<file path="src/asrc_pkg.sv">
// package: pin timing, state encoding and port structs for the static memory host controller
package asrc_pkg;

  // ----------------------------------------------------------------
  // geometry
  // ----------------------------------------------------------------
  localparam int unsigned ADDR_W = 18;
  localparam int unsigned DATA_W = 4;

  // ----------------------------------------------------------------
  // timing (fastest grade, ns) and cycle counts at core_clk
  // ----------------------------------------------------------------
  localparam int unsigned CLK_PERIOD_NS           = 20;
  localparam int unsigned READ_PERIOD_MIN_NS      = 20;
  localparam int unsigned WRITE_PERIOD_MIN_NS     = 20;
  localparam int unsigned ADDR_TO_DATA_TIME_NS    = 20;
  localparam int unsigned STROBE_LOW_MIN_NS       = 15;
  localparam int unsigned WDATA_SETUP_MIN_NS      = 8;
  localparam int unsigned ADDR_BEFORE_WRITE_END_NS = 12;
  localparam int unsigned RETENTION_RECOVERY_NS   = 20;
  localparam int unsigned DESELECT_FLOAT_TIME_NS  = 8;

  localparam int unsigned CNT_W = 4;

  function automatic int unsigned ns_to_cyc(input int unsigned ns);
    int unsigned c;
    c = (ns + CLK_PERIOD_NS - 1) / CLK_PERIOD_NS;
    return (c < 1) ? 1 : c;
  endfunction : ns_to_cyc

  localparam logic [CNT_W-1:0] READ_WAIT_CYC =
    CNT_W'(ns_to_cyc(ADDR_TO_DATA_TIME_NS));
  localparam logic [CNT_W-1:0] STROBE_CYC =
    CNT_W'(ns_to_cyc(STROBE_LOW_MIN_NS));
  localparam logic [CNT_W-1:0] RECOVER_CYC =
    CNT_W'(ns_to_cyc(RETENTION_RECOVERY_NS));
  localparam logic [CNT_W-1:0] FLOAT_CYC =
    CNT_W'(ns_to_cyc(DESELECT_FLOAT_TIME_NS));
  localparam logic [CNT_W-1:0] CNT_ZERO = 4'h0;
  localparam logic [CNT_W-1:0] CNT_ONE  = 4'h1;

  // ----------------------------------------------------------------
  // types
  // ----------------------------------------------------------------
  typedef enum logic [5:0] {
    ST_IDLE    = 6'h01,
    ST_READ    = 6'h02,
    ST_WRITE   = 6'h04,
    ST_WHOLD   = 6'h08,
    ST_RETAIN  = 6'h10,
    ST_RECOVER = 6'h20
  } asrc_state_t;

  typedef struct packed {
    logic              valid;
    logic              write;
    logic [ADDR_W-1:0] addr;
    logic [DATA_W-1:0] wdata;
  } asrc_req_t;

  typedef struct packed {
    logic [ADDR_W-1:0] addr;
    logic              sel_n;
    logic              outen_n;
    logic              wstrobe_n;
    logic [DATA_W-1:0] dq_out;
    logic              dq_oe;
  } asrc_pins_t;

endpackage : asrc_pkg

</file>
<file path="src/asrc_host.sv">
// host controller that drives a 256K x 4 asynchronous static memory through its pins
`timescale 1ns/1ps
// Operation
// - write spans last fall to first rise
// - address valid before write end
// - select low before write end
// - wait recovery time after retention
// - address valid by select fall
module asrc_host (
  // clock and reset
  input  wire logic                          core_clk,
  input  wire logic                          rst,
  // user request
  input  wire asrc_pkg::asrc_req_t           req,
  output logic                               req_ready,
  output logic [asrc_pkg::DATA_W-1:0]        rdata,
  output logic                               rdata_valid,
  // retention control
  input  wire logic                          retain_req,
  output logic                               retaining,
  // memory pins
  output asrc_pkg::asrc_pins_t               pins,
  input  wire logic [asrc_pkg::DATA_W-1:0]   dq_in
);

  // ----------------------------------------------------------------
  // state
  // ----------------------------------------------------------------
  typedef struct packed {
    asrc_pkg::asrc_state_t         st;
    logic [asrc_pkg::CNT_W-1:0]    cnt;
    asrc_pkg::asrc_pins_t          pins;
    logic                          ready;
    logic [asrc_pkg::DATA_W-1:0]   rdata;
    logic                          rvalid;
    logic                          retaining;
  } asrc_ctl_t;

  asrc_ctl_t s_q;
  asrc_ctl_t s_d;

  localparam asrc_pkg::asrc_pins_t PINS_IDLE = '{
    addr: '0, sel_n: 1'b1, outen_n: 1'b1, wstrobe_n: 1'b1, dq_out: '0, dq_oe: 1'b0};

  // ----------------------------------------------------------------
  // next state
  // ----------------------------------------------------------------
  always_comb begin
    s_d        = s_q;
    s_d.rvalid = 1'b0;
    if (s_q.cnt != asrc_pkg::CNT_ZERO) begin
      s_d.cnt = s_q.cnt - asrc_pkg::CNT_ONE;
    end
    case (s_q.st)
      asrc_pkg::ST_IDLE: begin
        // bus stays released: select and strobes high, no drive
        s_d.pins  = PINS_IDLE;
        s_d.ready = 1'b1;
        if (retain_req) begin
          // retention entry may follow deselect at once
          s_d.st        = asrc_pkg::ST_RETAIN;
          s_d.ready     = 1'b0;
          s_d.retaining = 1'b1;
        end else if (req.valid && s_q.ready) begin
          s_d.ready      = 1'b0;
          // address goes out with select so it is valid by the select fall
          s_d.pins.addr  = req.addr;
          s_d.pins.sel_n = 1'b0;
          if (req.write) begin
            // write data and strobe go low with select; outen stays high
            s_d.pins.wstrobe_n = 1'b0;
            s_d.pins.dq_out    = req.wdata;
            s_d.pins.dq_oe     = 1'b1;
            s_d.st             = asrc_pkg::ST_WRITE;
            s_d.cnt            = asrc_pkg::STROBE_CYC;
          end else begin
            s_d.pins.outen_n = 1'b0;
            s_d.st           = asrc_pkg::ST_READ;
            s_d.cnt          = asrc_pkg::READ_WAIT_CYC;
          end
        end
      end
      asrc_pkg::ST_READ: begin
        if (s_q.cnt == asrc_pkg::CNT_ZERO) begin
          // sample after the full access time, then deselect
          s_d.rdata  = dq_in;
          s_d.rvalid = 1'b1;
          s_d.pins   = PINS_IDLE;
          // wait for the device float before the next cycle may drive
          s_d.cnt    = asrc_pkg::FLOAT_CYC;
          s_d.st     = asrc_pkg::ST_WHOLD;
        end
      end
      asrc_pkg::ST_WRITE: begin
        if (s_q.cnt == asrc_pkg::CNT_ZERO) begin
          // strobe and select rise together; data held this edge and one more cycle until ST_WHOLD drops dq_oe
          s_d.pins.wstrobe_n = 1'b1;
          s_d.pins.sel_n     = 1'b1;
          s_d.st             = asrc_pkg::ST_WHOLD;
          s_d.cnt            = asrc_pkg::CNT_ONE;
        end
      end
      asrc_pkg::ST_WHOLD: begin
        s_d.pins.dq_oe = 1'b0;
        if (s_q.cnt == asrc_pkg::CNT_ZERO) begin
          s_d.st = asrc_pkg::ST_IDLE;
        end
      end
      asrc_pkg::ST_RETAIN: begin
        s_d.pins = PINS_IDLE;
        if (!retain_req) begin
          s_d.st  = asrc_pkg::ST_RECOVER;
          s_d.cnt = asrc_pkg::RECOVER_CYC;
        end
      end
      asrc_pkg::ST_RECOVER: begin
        if (s_q.cnt == asrc_pkg::CNT_ZERO) begin
          s_d.retaining = 1'b0;
          s_d.st        = asrc_pkg::ST_IDLE;
        end
      end
      default: begin
        s_d.st   = asrc_pkg::ST_IDLE;
        s_d.pins = PINS_IDLE;
      end
    endcase
  end

  // ----------------------------------------------------------------
  // registers
  // ----------------------------------------------------------------
  always_ff @(posedge core_clk or posedge rst) begin
    if (rst) begin
      s_q.st        <= asrc_pkg::ST_IDLE;
      s_q.cnt       <= '0;
      s_q.pins      <= PINS_IDLE;
      s_q.ready     <= 1'b0;
      s_q.rdata     <= '0;
      s_q.rvalid    <= 1'b0;
      s_q.retaining <= 1'b0;
    end else begin
      s_q <= s_d;
    end
  end

  assign pins        = s_q.pins;
  assign req_ready   = s_q.ready;
  assign rdata       = s_q.rdata;
  assign rdata_valid = s_q.rvalid;
  assign retaining   = s_q.retaining;

  // ----------------------------------------------------------------
  // checks
  // ----------------------------------------------------------------
  property p_never_drive_in_read;
    @(posedge core_clk) disable iff (rst) !(pins.dq_oe && !pins.outen_n);
  endproperty
  a_never_drive_in_read: assert property (p_never_drive_in_read)
    else $error("host drives bus while memory outputs enabled");

  property p_strobe_len;
    @(posedge core_clk) disable iff (rst)
      $fell(pins.wstrobe_n) |-> !pins.wstrobe_n [*2] ##1 pins.wstrobe_n;
  endproperty
  a_strobe_len: assert property (p_strobe_len)
    else $error("write strobe width wrong");

  property p_write_data_stable;
    @(posedge core_clk) disable iff (rst)
      !pins.wstrobe_n && !$fell(pins.wstrobe_n) |-> $stable(pins.dq_out) && pins.dq_oe;
  endproperty
  a_write_data_stable: assert property (p_write_data_stable)
    else $error("write data moved during strobe");

  property p_addr_stable_write;
    @(posedge core_clk) disable iff (rst)
      !pins.wstrobe_n && !$fell(pins.wstrobe_n) |-> $stable(pins.addr);
  endproperty
  a_addr_stable_write: assert property (p_addr_stable_write)
    else $error("address moved during write");

  property p_sel_with_strobe;
    @(posedge core_clk) disable iff (rst) !pins.wstrobe_n |-> !pins.sel_n;
  endproperty
  a_sel_with_strobe: assert property (p_sel_with_strobe)
    else $error("strobe low without select");

  property p_read_len;
    @(posedge core_clk) disable iff (rst)
      $fell(pins.outen_n) |-> !pins.outen_n ##1 (!pins.outen_n && $stable(pins.addr))
        ##1 rdata_valid;
  endproperty
  a_read_len: assert property (p_read_len)
    else $error("read cycle length wrong");

  property p_addr_with_sel;
    @(posedge core_clk) disable iff (rst)
      !pins.sel_n && !$fell(pins.sel_n) |-> $stable(pins.addr);
  endproperty
  a_addr_with_sel: assert property (p_addr_with_sel)
    else $error("address changed while selected");

  property p_recover;
    @(posedge core_clk) disable iff (rst)
      $fell(retaining) |-> $past(retain_req, 3) == 1'b0 && pins.sel_n;
  endproperty
  a_recover: assert property (p_recover)
    else $error("retention recovery too short");

  c_read:   cover property (@(posedge core_clk) disable iff (rst) rdata_valid);
  c_write:  cover property (@(posedge core_clk) disable iff (rst) $rose(pins.wstrobe_n));
  c_retain: cover property (@(posedge core_clk) disable iff (rst) $fell(retaining));

endmodule : asrc_host

</file>
<file path="config.mk">
export PLATFORM = sky130hd
export DESIGN_NAME = asrc_host
export DESIGN_NICKNAME = d
export VERILOG_FILES = /design/src/asrc_pkg.sv /design/src/asrc_host.sv
export SDC_FILE = /design/constraint.sdc
export NUM_CORES = 1
export LEC_CHECK = 0
export BUFFER_PORTS_ARGS = -buffer_cell sky130_fd_sc_hd__buf_2
export CAP_MARGIN = 10
export CORE_MARGIN = 5
export CORE_UTILIZATION = 51
export CTS_CLUSTER_SIZE = 20
export DETAILED_ROUTE_END_ITERATION = 7
export GPL_ROUTABILITY_DRIVEN = 0
export PLACE_DENSITY = 0.88
export SETUP_SLACK_MARGIN = 0.4
export SLEW_MARGIN = 0
export SYNTH_ARGS = -nofsm -noshare
export SYNTH_HDL_FRONTEND = slang
export SYNTH_SLANG_ARGS = --single-unit
export TNS_END_PERCENT = 100
</file>
<file path="constraint.sdc">
create_clock -name core_clk -period 2.8 [get_ports core_clk]
set_clock_uncertainty 0.05 [all_clocks]
set_input_delay 0.42 -clock core_clk [delete_from_list [all_inputs] [get_ports core_clk]]
set_output_delay 0.42 -clock core_clk [all_outputs]
set_load 0.005 [all_outputs]
</file>
==> results of run 1 <==
[registers in the layout, indices dropped and copies added, names as in the netlist]
register and flops:
pins 26, req_ready 1, rdata_valid 1, s_q 10, retaining 1, rdata 4
[worst paths after layout]
path                                     start              endpoint  slack, ns
max reg2reg                s_q[40]$_DFFE_PP0P_   pins[9]$_DFFE_PP0P_       0.56
max in group asynchronous                  rst   s_q[37]$_DFFE_PP1P_       2.13
min reg2reg                pins[6]$_DFFE_PP1P_   pins[6]$_DFFE_PP1P_       0.42
min                                        rst  pins[17]$_DFFE_PP0P_       0.19
max                        s_q[40]$_DFFE_PP0P_   pins[9]$_DFFE_PP0P_       0.56
min in group core_clk                  req[16]  pins[20]$_DFFE_PP0P_       0.29
[per-layer routing]
| metal | share of wire (%) | wire length [um] | vias up |
|---|---|---|---|
| met1 | 42 | 1770 | 700 |
| met3 | 7.1 | 297 | 9 |
| met5 | 0 | 0 | - |
| li1 | - | - | 707 |
| met4 | 2.5 | 103 | 0 |
| met2 | 48 | 2010 | 56 |
[cells in the mapped netlist (2+ instances only)]
cell type / count
or3_1: 2
nor2_1: 9
a21o_1: 2
a22o_1: 22
o21ai_0: 4
a31oi_1: 3
buf_2: 2
nor3_1: 3
ha_1: 2
dfrtp_1: 39
inv_1: 5
nand2b_1: 4
mux2_4: 4
a211o_1: 2
and3_1: 2
buf_6: 2
buf_4: 31
a21oi_1: 9
dfstp_2: 4
nand4_1: 2
xnor2_1: 2
nand3_1: 4
nand2_1: 6
[kinds of logic after synthesis]
| family | count (synthesis) | synth area share [%] |
|---|---|---|
| XOR/XNOR | 2 | 0.843 |
| AO/OA/AOI/OAI | 48 | 17.3 |
| buffers and inverters | 41 | 13.8 |
| flip-flops | 43 | 52.0 |
| adder cells (fa/ha/maj) | 2 | 1.20 |
| multiplexers | 5 | 3.43 |
| AND/OR/NAND/NOR | 42 | 11.4 |
[critical path, stage by stage (launching register included)]
cell and delay, ns:
dfrtp_1 0.47, or4_4 0.56, nor3_1 0.41, a311o_2 0.46, a22o_1 0.23
[layout make-up]
| cell class | count | area (um^2) |
|---|---|---|
| Clock inverter | 2 | 35.0 |
| Multi-Input combinational cell | 99 | 709 |
| Clock buffer | 6 | 82.6 |
| Tap cell | 50 | 62.6 |
| Fill cell | 354 | 1640 |
| Inverter | 6 | 22.5 |
| Sequential cell | 43 | 1080 |
| Timing Repair Buffer | 66 | 338 |
[per-stage QoR]
step / hold slack [ns] / area, um^2 / worst slack [ns] / power, uW / util (%)
finish: 0.186 / 2330 / 0.563 / 1930 / 58.7
global route: 0.257 / 2330 / 0.453 / 2070 / 58.7
CTS: 0.209 / 2330 / 0.556 / 1950 / 58.7
floorplan: 0.390 / 2080 / 0.855 / 1320 / -
detailed placement: 0.409 / 2210 / 0.601 / 1460 / 55.7
global placement: 0.400 / 2210 / 0.581 / 1430 / 55.7
[where the power goes]
part           leakage, uW  switching (uW)  internal, uW
Sequential        0.000562            90.9           741
Clock            0.0000612             199           288
Combinational     0.000619             336           278
==> results.yml, run 1 <==
power:
  powerDensity_mw_per_mm2: 830
  ir_worst_vdd_mv: 0.505
  power_leakage_uw: 0.00124
global_routing:
  antenna_found_initial: 0
  grt_usage_pct: 16.3
  grt_start_max_net_pins: 44
  grt_util_met1_pct: 22.8
  grt.met3_usage_pct: 5.75
  gr-total-overflow: 0
  gr-usage-met2_pct: 23.4
  grt_pass1_vias: 1430
  top_usage_layer: "met2"
  grt_pass1_wl_mm: 6.78
yosys:
  synth_nets: 216
  synth_top_area_share_pct: 47.0
  avgSynthCellArea_um2: 11.4
  syn_area_mm2: 0.00208
  ys_warn_count: 0
  synthTopCellsByArea: "dfrtp_1, buf_4, a22o_1"
  ys_ff_latch: 43
  synthArstFlopShare_pct: 100
  netlist_instances: 183
  synth_area_leader_cell: "dfrtp_1"
  ys.flop_type: "dfrtp_1"
  synth_seq_area_share_pct: 52.0
  synth.distinct_cells: 41
  synth_enable_flop_cells: 0
cells_and_area:
  layout-drive-gt1-share_pct: 39.6
  final_cell_mix: "buf_2, dfrtp_1, a22o_1, nor2_1, a21oi_1"
  final_common_cell: "buf_2"
  syn_to_final_growth_pct: 12.2
  nNetsFinal: 254
  antenna_cells: 0
  instances_no_fill: 272
sta:
  drv_slew: 0
  finalCritPeriodShare_pct: 79.9
  maxSlewHeadroom_pct: 65.3
  rsz0062_at_grt: "no"
  min_period_ns: 2.24
  worst_pin_slew_ns: 0.519
  hold_viol: 0
  setup_violations: 0
  final.setup.tns_ns: 0
  fmax_mhz: 447
setup_path:
  startpoint_type: "flop"
  arrival_ns: 2.42
  worst-path-max-fanout: 23
  reg2reg_depth: 4
  crit_type: "reg -> reg"
  critical_path_required_ns: 2.98
  cp-end-kind: "flop"
die:
  start_util_pct: 52.3
  dieArea_mm2: 0.00545
  die_w_um: 73.8
  row_count: 23
  core_area_mm2: 0.00397
  die_h_um: 73.8
  io_pins: 64
routing:
  drt_pre_antenna_iters: 4
  drc: 0
  drt-vias-per-instance: 5.41
  drtIter0Drc: 74
  ant_nets: 0
  vias: 1472
  drt-wirelength-per-cell_um: 15.4
  routed_wl_mm: 4.18
placed_design:
  dp_hpwl_mm: 3.12
  io_buffers: 63
  dp.cells: 264
min_path:
  hp-class: "in -> async"
clock_network:
  clockBufferDepth: 2
  cts_max_level: 2
  postCtsSetupBuffers: 0
  clk_pin_slew_ns: 0.08
  hold_buffers: 0
  clock-sinks: 43
  cts_tree: "done"
  cts_buffers: 5
  clk_latency_ns: 0.29
  cts_resized: 0
  root_buffer: "clkbuf_8"
job:
  max_cap_violations: 0
outcome:
  outcome: "complete, no violations"
No activity file was read; power rests on OpenSTA's default activity.
==> inputs of run 2 (changes only) <==
CORE_UTILIZATION = 46   (was 51)
PLACE_DENSITY = 0.84   (was 0.88)
clock period = 1.85 ns   (was 2.8 ns; I/O delays follow)
==> run 2 against run 1 <==
Critical endpoint is now rdata[2]$_DFFE_PP0P_. Sequential power increased by 50%. Global-route usage up 2.3 points. The run now ends with setup timing left. Die area increased by 9.4%.
==> results.yml, run 2 (synthesis gave the netlist of run 1 again) <==
sta:
  worst_pin_slew_ns: 0.525
  timing.final.ws_setup_ns: -0.0584
  hold_ws_ns: 0.0453
  fmax_mhz: 524
  hold_viol: 0
  rsz0062_at_grt: "yes"
  setup_violations: 27
  min_period_ns: 1.91
  finalCritPeriodShare_pct: 103
  drv_slew: 0
  maxSlewHeadroom_pct: 65.0
die:
  io_pins: 64
  row_count: 24
  dieArea_mm2: 0.00596
  start_util_pct: 47.7
  core_area_mm2: 0.00435
  die_h_um: 77.2
  die_w_um: 77.2
outcome:
  outcome: "finished with violations"
  failed_checks: "setup timing"
cells_and_area:
  instances_no_fill: 307
  finalInstanceArea_mm2: 0.00294
  layout-drive-gt1-share_pct: 62.4
  regMostFlops: "pins"
  final_common_cell: "buf_2"
  syn_to_final_growth_pct: 41.7
  reg_top3: "pins x26, s_q x10, rdata x4"
  largest_register_ffs: 26
  nNetsFinal: 287
  antenna_cells: 0
  final_cell_mix: "buf_2, dfrtp_1, a22o_1, buf_6, buf_4"
global_routing:
  grt_pass1_vias: 1746
  antenna_found_initial: 0
  grt_usage_pct: 18.6
  gr-total-overflow: 0
  grt_pass1_wl_mm: 8.72
  grt_start_max_net_pins: 44
clock_network:
  clock-sinks: 43
  cts_buffers: 5
  root_buffer: "clkbuf_8"
  cts_max_level: 2
  clockBufferDepth: 2
  cts_tree: "done"
  hold_buffers: 0
  clk_pin_slew_ns: 0.09
  clk_latency_ns: 0.29
power:
  powerDensity_mw_per_mm2: 1400
  ir_worst_vdd_mv: 0.576
  power_leakage_uw: 0.00148
  total_power_uw: 4130
setup_path:
  critical_path_required_ns: 1.98
  critPathLaunch: "s_q[33]$_DFF_PP0_"
  cp_top_family: "simple AND/OR/NAND/NOR gates"
  worst-path-max-fanout: 5
  crit_type: "reg -> reg"
  path_buf_inv: 3
  r2r_start: "s_q[33]$_DFF_PP0_"
  crit_slowest_cell: "dfrtp_1"
  arrival_ns: 2.04
  crit_chain: "inv_1, ha_2, nor3b_4, buf_6, inv_4, or3_4, mux2_4"
  cp-end-kind: "flop"
  startpoint_type: "flop"
  cp_slowest_stage_delay_ns: 0.38
routing:
  vias: 1676
  drtIter0Drc: 75
  drc: 0
  drt-wirelength-per-cell_um: 18.6
  drt-vias-per-instance: 5.46
  drt_pre_antenna_iters: 4
  routed_wl_mm: 5.72
  ant_nets: 0
placed_design:
  pre_cts_slack_ns: -0.0824
  io_buffers: 63
  dp.cells: 284
  placed_area_mm2: 0.00237
  dp_hpwl_mm: 3.34
job:
  max_cap_violations: 0
min_path:
  hp-class: "in -> async"
run 2: worst min-delay path, delay by kind of cell:
| family | cells | cell delay, ns |
|---|---|---|
| buffers and inverters | 3 | 0.58 |
run 2: layout make-up:
class | count | area (um^2)
sequential | 43 | 1080
clock inverter | 1 | 7.51
multi-input combinational | 99 | 987
inverter | 6 | 25.0
fill | 318 | 1410
timing repair buffer | 99 | 679
tap | 52 | 65.1
clock buffer | 7 | 96.3
run 2: metrics by stage:
stage,utilization (%),TNS (ns)
after CTS,63.7,-0.500
after floorplan,-,-0.745
after global routing,67.6,-2.80
after detailed placement,54.4,-1.70
after global placement,54.4,-0.0859
final,67.6,-0.808
run 2: final timing paths:
| check | to | slack [ns] | cells after the start |
|---|---|---|---|
| setup / recovery | rdata[2]$_DFFE_PP0P_ | -0.06 | 7 |
| hold / removal | pins[17]$_DFFE_PP0P_ | 0.05 | 3 |
| setup reg to reg | rdata[2]$_DFFE_PP0P_ | -0.06 | 7 |
| hold reg to reg | pins[6]$_DFFE_PP1P_ | 0.43 | 2 |
| max in group asynchronous | s_q[38]$_DFFE_PP0P_ | 1.33 | 3 |
| min in group core_clk | pins[20]$_DFFE_PP0P_ | 0.14 | 2 |
run 2: report_power, final:
group / leakage, uW / total [uW] / internal, uW / switching, uW
clock network: 0.0000505 / 666 / 340 / 326
logic: 0.000873 / 2210 / 1150 / 1060
registers: 0.000559 / 1250 / 1120 / 129
total: 0.00148 / 4130 / 2620 / 1510
run 2: timing repair:
action,CTS,global route
setup buffers,6,8
pin swaps,22,13
cloned,1,0
hold endpoints to repair,0,0
gates resized for setup,56,24
setup endpoints to repair,43,43
run 2: routing by layer:
layer  GRT usage, %  share of wire [%]
met5              0                  0
met4           9.97                2.4
met3           5.04                6.3
met2           30.0                 51
met1           22.6                 41
==> inputs of run 3 (changes only) <==
ABC_AREA = 1   (was not set)
CORE_UTILIZATION = 47   (was 46)
==> run 3 against run 2 <==
The run now ends clean. Combinational power down 6%. Area after synthesis grew 12%. Non-clock buffer count shrank 9. Utilization down 1.3 points. Count of clock-buffer cells in the layout down 1. Wire length up 31%. Clock power decreased by 9.3%. Register-to-register slack better by 0.25 ns. Die area grew 8.7%. Global-route usage about the same. Via count increased by 36%. Sequential share of layout area decreased by 2.7 points.
==> results.yml, run 3 <==
power:
  power_leakage_uw: 0.00174
  ir_worst_vdd_mv: 0.758
  powerDensity_mw_per_mm2: 1240
routing:
  ant_nets: 0
  drt-wirelength-per-cell_um: 17.8
  drt-vias-per-instance: 5.43
  routed_wl_mm: 7.49
  drtIter0Drc: 229
  drt_pre_antenna_iters: 7
  vias: 2282
  drc: 0
yosys:
  ys.flop_type: "dfrtp_1"
  ys_ff_latch: 43
  synthArstFlopShare_pct: 100
  netlist_instances: 290
  synth_enable_flop_cells: 0
  synthTopCellsByArea: "dfrtp_1, nand2_1, buf_4"
  synth_top_area_share_pct: 41.8
  synth_seq_area_share_pct: 46.3
  synthTopCellsByCount: "nand2_1, dfrtp_1, buf_4"
  synth_nets: 323
  yosysMostFrequentCell: "nand2_1"
  syn_area_mm2: 0.00234
  avgSynthCellArea_um2: 8.06
  synth_area_leader_cell: "dfrtp_1"
  ys_warn_count: 0
  synth.distinct_cells: 24
die:
  dieArea_mm2: 0.00648
  io_pins: 64
  die_h_um: 80.5
  start_util_pct: 48.8
  row_count: 25
  core_area_mm2: 0.00479
  die_w_um: 80.5
setup_path:
  crit_chain: "inv_2, ha_4, inv_2, nor2_4, nand2_4, nand3_1, nand2_1, nor2_1, nand3_1, nand2_1"
  r2r_start: "s_q[33]$_DFF_PP0_"
  reg2reg_slack_ns: 0.19
  critical_path_required_ns: 2.05
  cp_slowest_stage_delay_ns: 0.41
  crit_slowest_cell: "dfrtp_1"
  cp_top_family: "simple AND/OR/NAND/NOR gates"
  reg2reg_depth: 10
  worst-path-max-fanout: 7
  startpoint_type: "flop"
  r2r-end: "s_q[37]$_DFFE_PP1P_"
  path_buf_inv: 2
  crit_type: "reg -> reg"
  cp-end-kind: "flop"
  arrival_ns: 1.85
global_routing:
  grt_pass1_wl_mm: 9.36
  gr-usage-met2_pct: 31.0
  top_usage_layer: "met2"
  gr-total-overflow: 0
  grt_usage_pct: 18.7
  antenna_found_initial: 0
  grt_util_met1_pct: 23.4
  grt_pass1_vias: 1977
  grt.met3_usage_pct: 4.15
  grt_start_max_net_pins: 44
cells_and_area:
  final_cell_mix: "nand2_1, buf_2, dfrtp_1, nand2_2, o21ai_1"
  syn_to_final_growth_pct: 35.9
  layout-drive-gt1-share_pct: 49.6
  largest_register_ffs: 26
  reg_top3: "pins x26, s_q x10, rdata x4"
  regMostFlops: "pins"
  nNetsFinal: 385
  antenna_cells: 0
  nFillCells: 330
  final_common_cell: "nand2_1"
sta:
  hold_viol: 0
  fmax_mhz: 604
  timing.final.ws_setup_ns: 0.195
  setup_violations: 0
  min_period_ns: 1.66
  hold_ws_ns: 0.0330
  drv_slew: 0
  final.setup.tns_ns: 0
  rsz0062_at_grt: "yes"
  worst_pin_slew_ns: 0.542
  maxSlewHeadroom_pct: 63.9
  finalCritPeriodShare_pct: 89.5
clock_network:
  clock-sinks: 43
  cts_buffers: 5
  clk_latency_ns: 0.31
  cts_tree: "done"
  root_buffer: "clkbuf_8"
  cts_max_level: 2
  clockBufferDepth: 2
  clk_pin_slew_ns: 0.09
placed_design:
  dp_hpwl_mm: 3.78
  pre_cts_slack_ns: 0.0719
  io_buffers: 63
job:
  max_cap_violations: 0
outcome:
  outcome: "complete, no violations"
min_path:
  hp-class: "in -> async"
-- run 3: logic make-up after synthesis --
group                      after synthesis  share of synthesized area, %
AOI/OAI and AO/OA                       35                          7.71
and+or+nand+nor                        148                          28.8
adders and majority gates                2                          1.07
DFF                                     43                          46.3
buffers and inverters                   62                          16.2
-- run 3: what timing repair did --
item                                    CTS  global route
setup buffers                            10            12
hold buffers                              0             0
pin swaps                                 5             9
gates resized for setup                  26            64
cloned                                    1             3
endpoints found under the setup margin   39            41
-- run 3: metrics by stage --
| step | instances | total power (uW) | util, % | area, um^2 |
|---|---|---|---|---|
| after floorplan | 290 | 2210 | - | 2370 |
| after global placement | 386 | 2390 | 51.9 | 2480 |
| after detailed placement | 386 | 2440 | 51.9 | 2480 |
| after CTS | 405 | 3270 | 57.8 | 2770 |
| after global routing | 420 | 4140 | 66.4 | 3180 |
| final | 420 | 3940 | 66.4 | 3180 |
-- run 3: where the power goes --
group	internal, uW	leakage [uW]	total [uW]	switching, uW
combinational	881	0.00114	2080	1200
sequential	1130	0.000552	1260	136
clock	264	0.0000412	604	340
total	2270	0.00174	3940	1670
-- run 3: worst max path at each step --
| stage | endpoint | start | slack, ns | cells after the start |
|---|---|---|---|---|
| after CTS | pins[16]$_DFFE_PP0P_ | s_q[34]$_DFF_PP0_ | 0.33 | 9 |
| after global routing | pins[25]$_DFFE_PP0P_ | s_q[37]$_DFFE_PP1P_ | 0.14 | 7 |
| after global placement | pins[6]$_DFFE_PP1P_ | s_q[33]$_DFF_PP0_ | 0.17 | 10 |
| after detailed placement | pins[6]$_DFFE_PP1P_ | s_q[33]$_DFF_PP0_ | 0.07 | 10 |
| final | s_q[37]$_DFFE_PP1P_ | s_q[33]$_DFF_PP0_ | 0.19 | 10 |
| after floorplan | pins[10]$_DFFE_PP0P_ | s_q[33]$_DFF_PP0_ | 0.29 | 10 |
-- run 3: worst reg2reg max path: stages, from the launching register on --
cell	delay, ns
dfrtp_1	0.41
inv_2	0.09
ha_4	0.15
inv_2	0.05
nor2_4	0.13
nand2_4	0.12
nand3_1	0.15
nand2_1	0.11
nor2_1	0.14
nand3_1	0.12
nand2_1	0.10
-- run 3: metal layers --
layer	up-vias	part of all wire [%]	wire, um
li1	1013	-	-
met1	1075	38	2870
met2	144	50	3750
met3	50	6.7	499
met4	0	4.8	361
met5	-	0	0
-- run 3: layout make-up --
type / instances / area (um^2) / area share [%]
clock buffers: 6 / 72.6 / 2.29
clock inverters: 2 / 12.5 / 0.394
inverters: 26 / 110 / 3.47
multi-input cells: 186 / 1170 / 36.8
flip-flops and latches: 43 / 1080 / 34.1
well taps: 67 / 83.8 / 2.64
repair buffers: 90 / 646 / 20.3
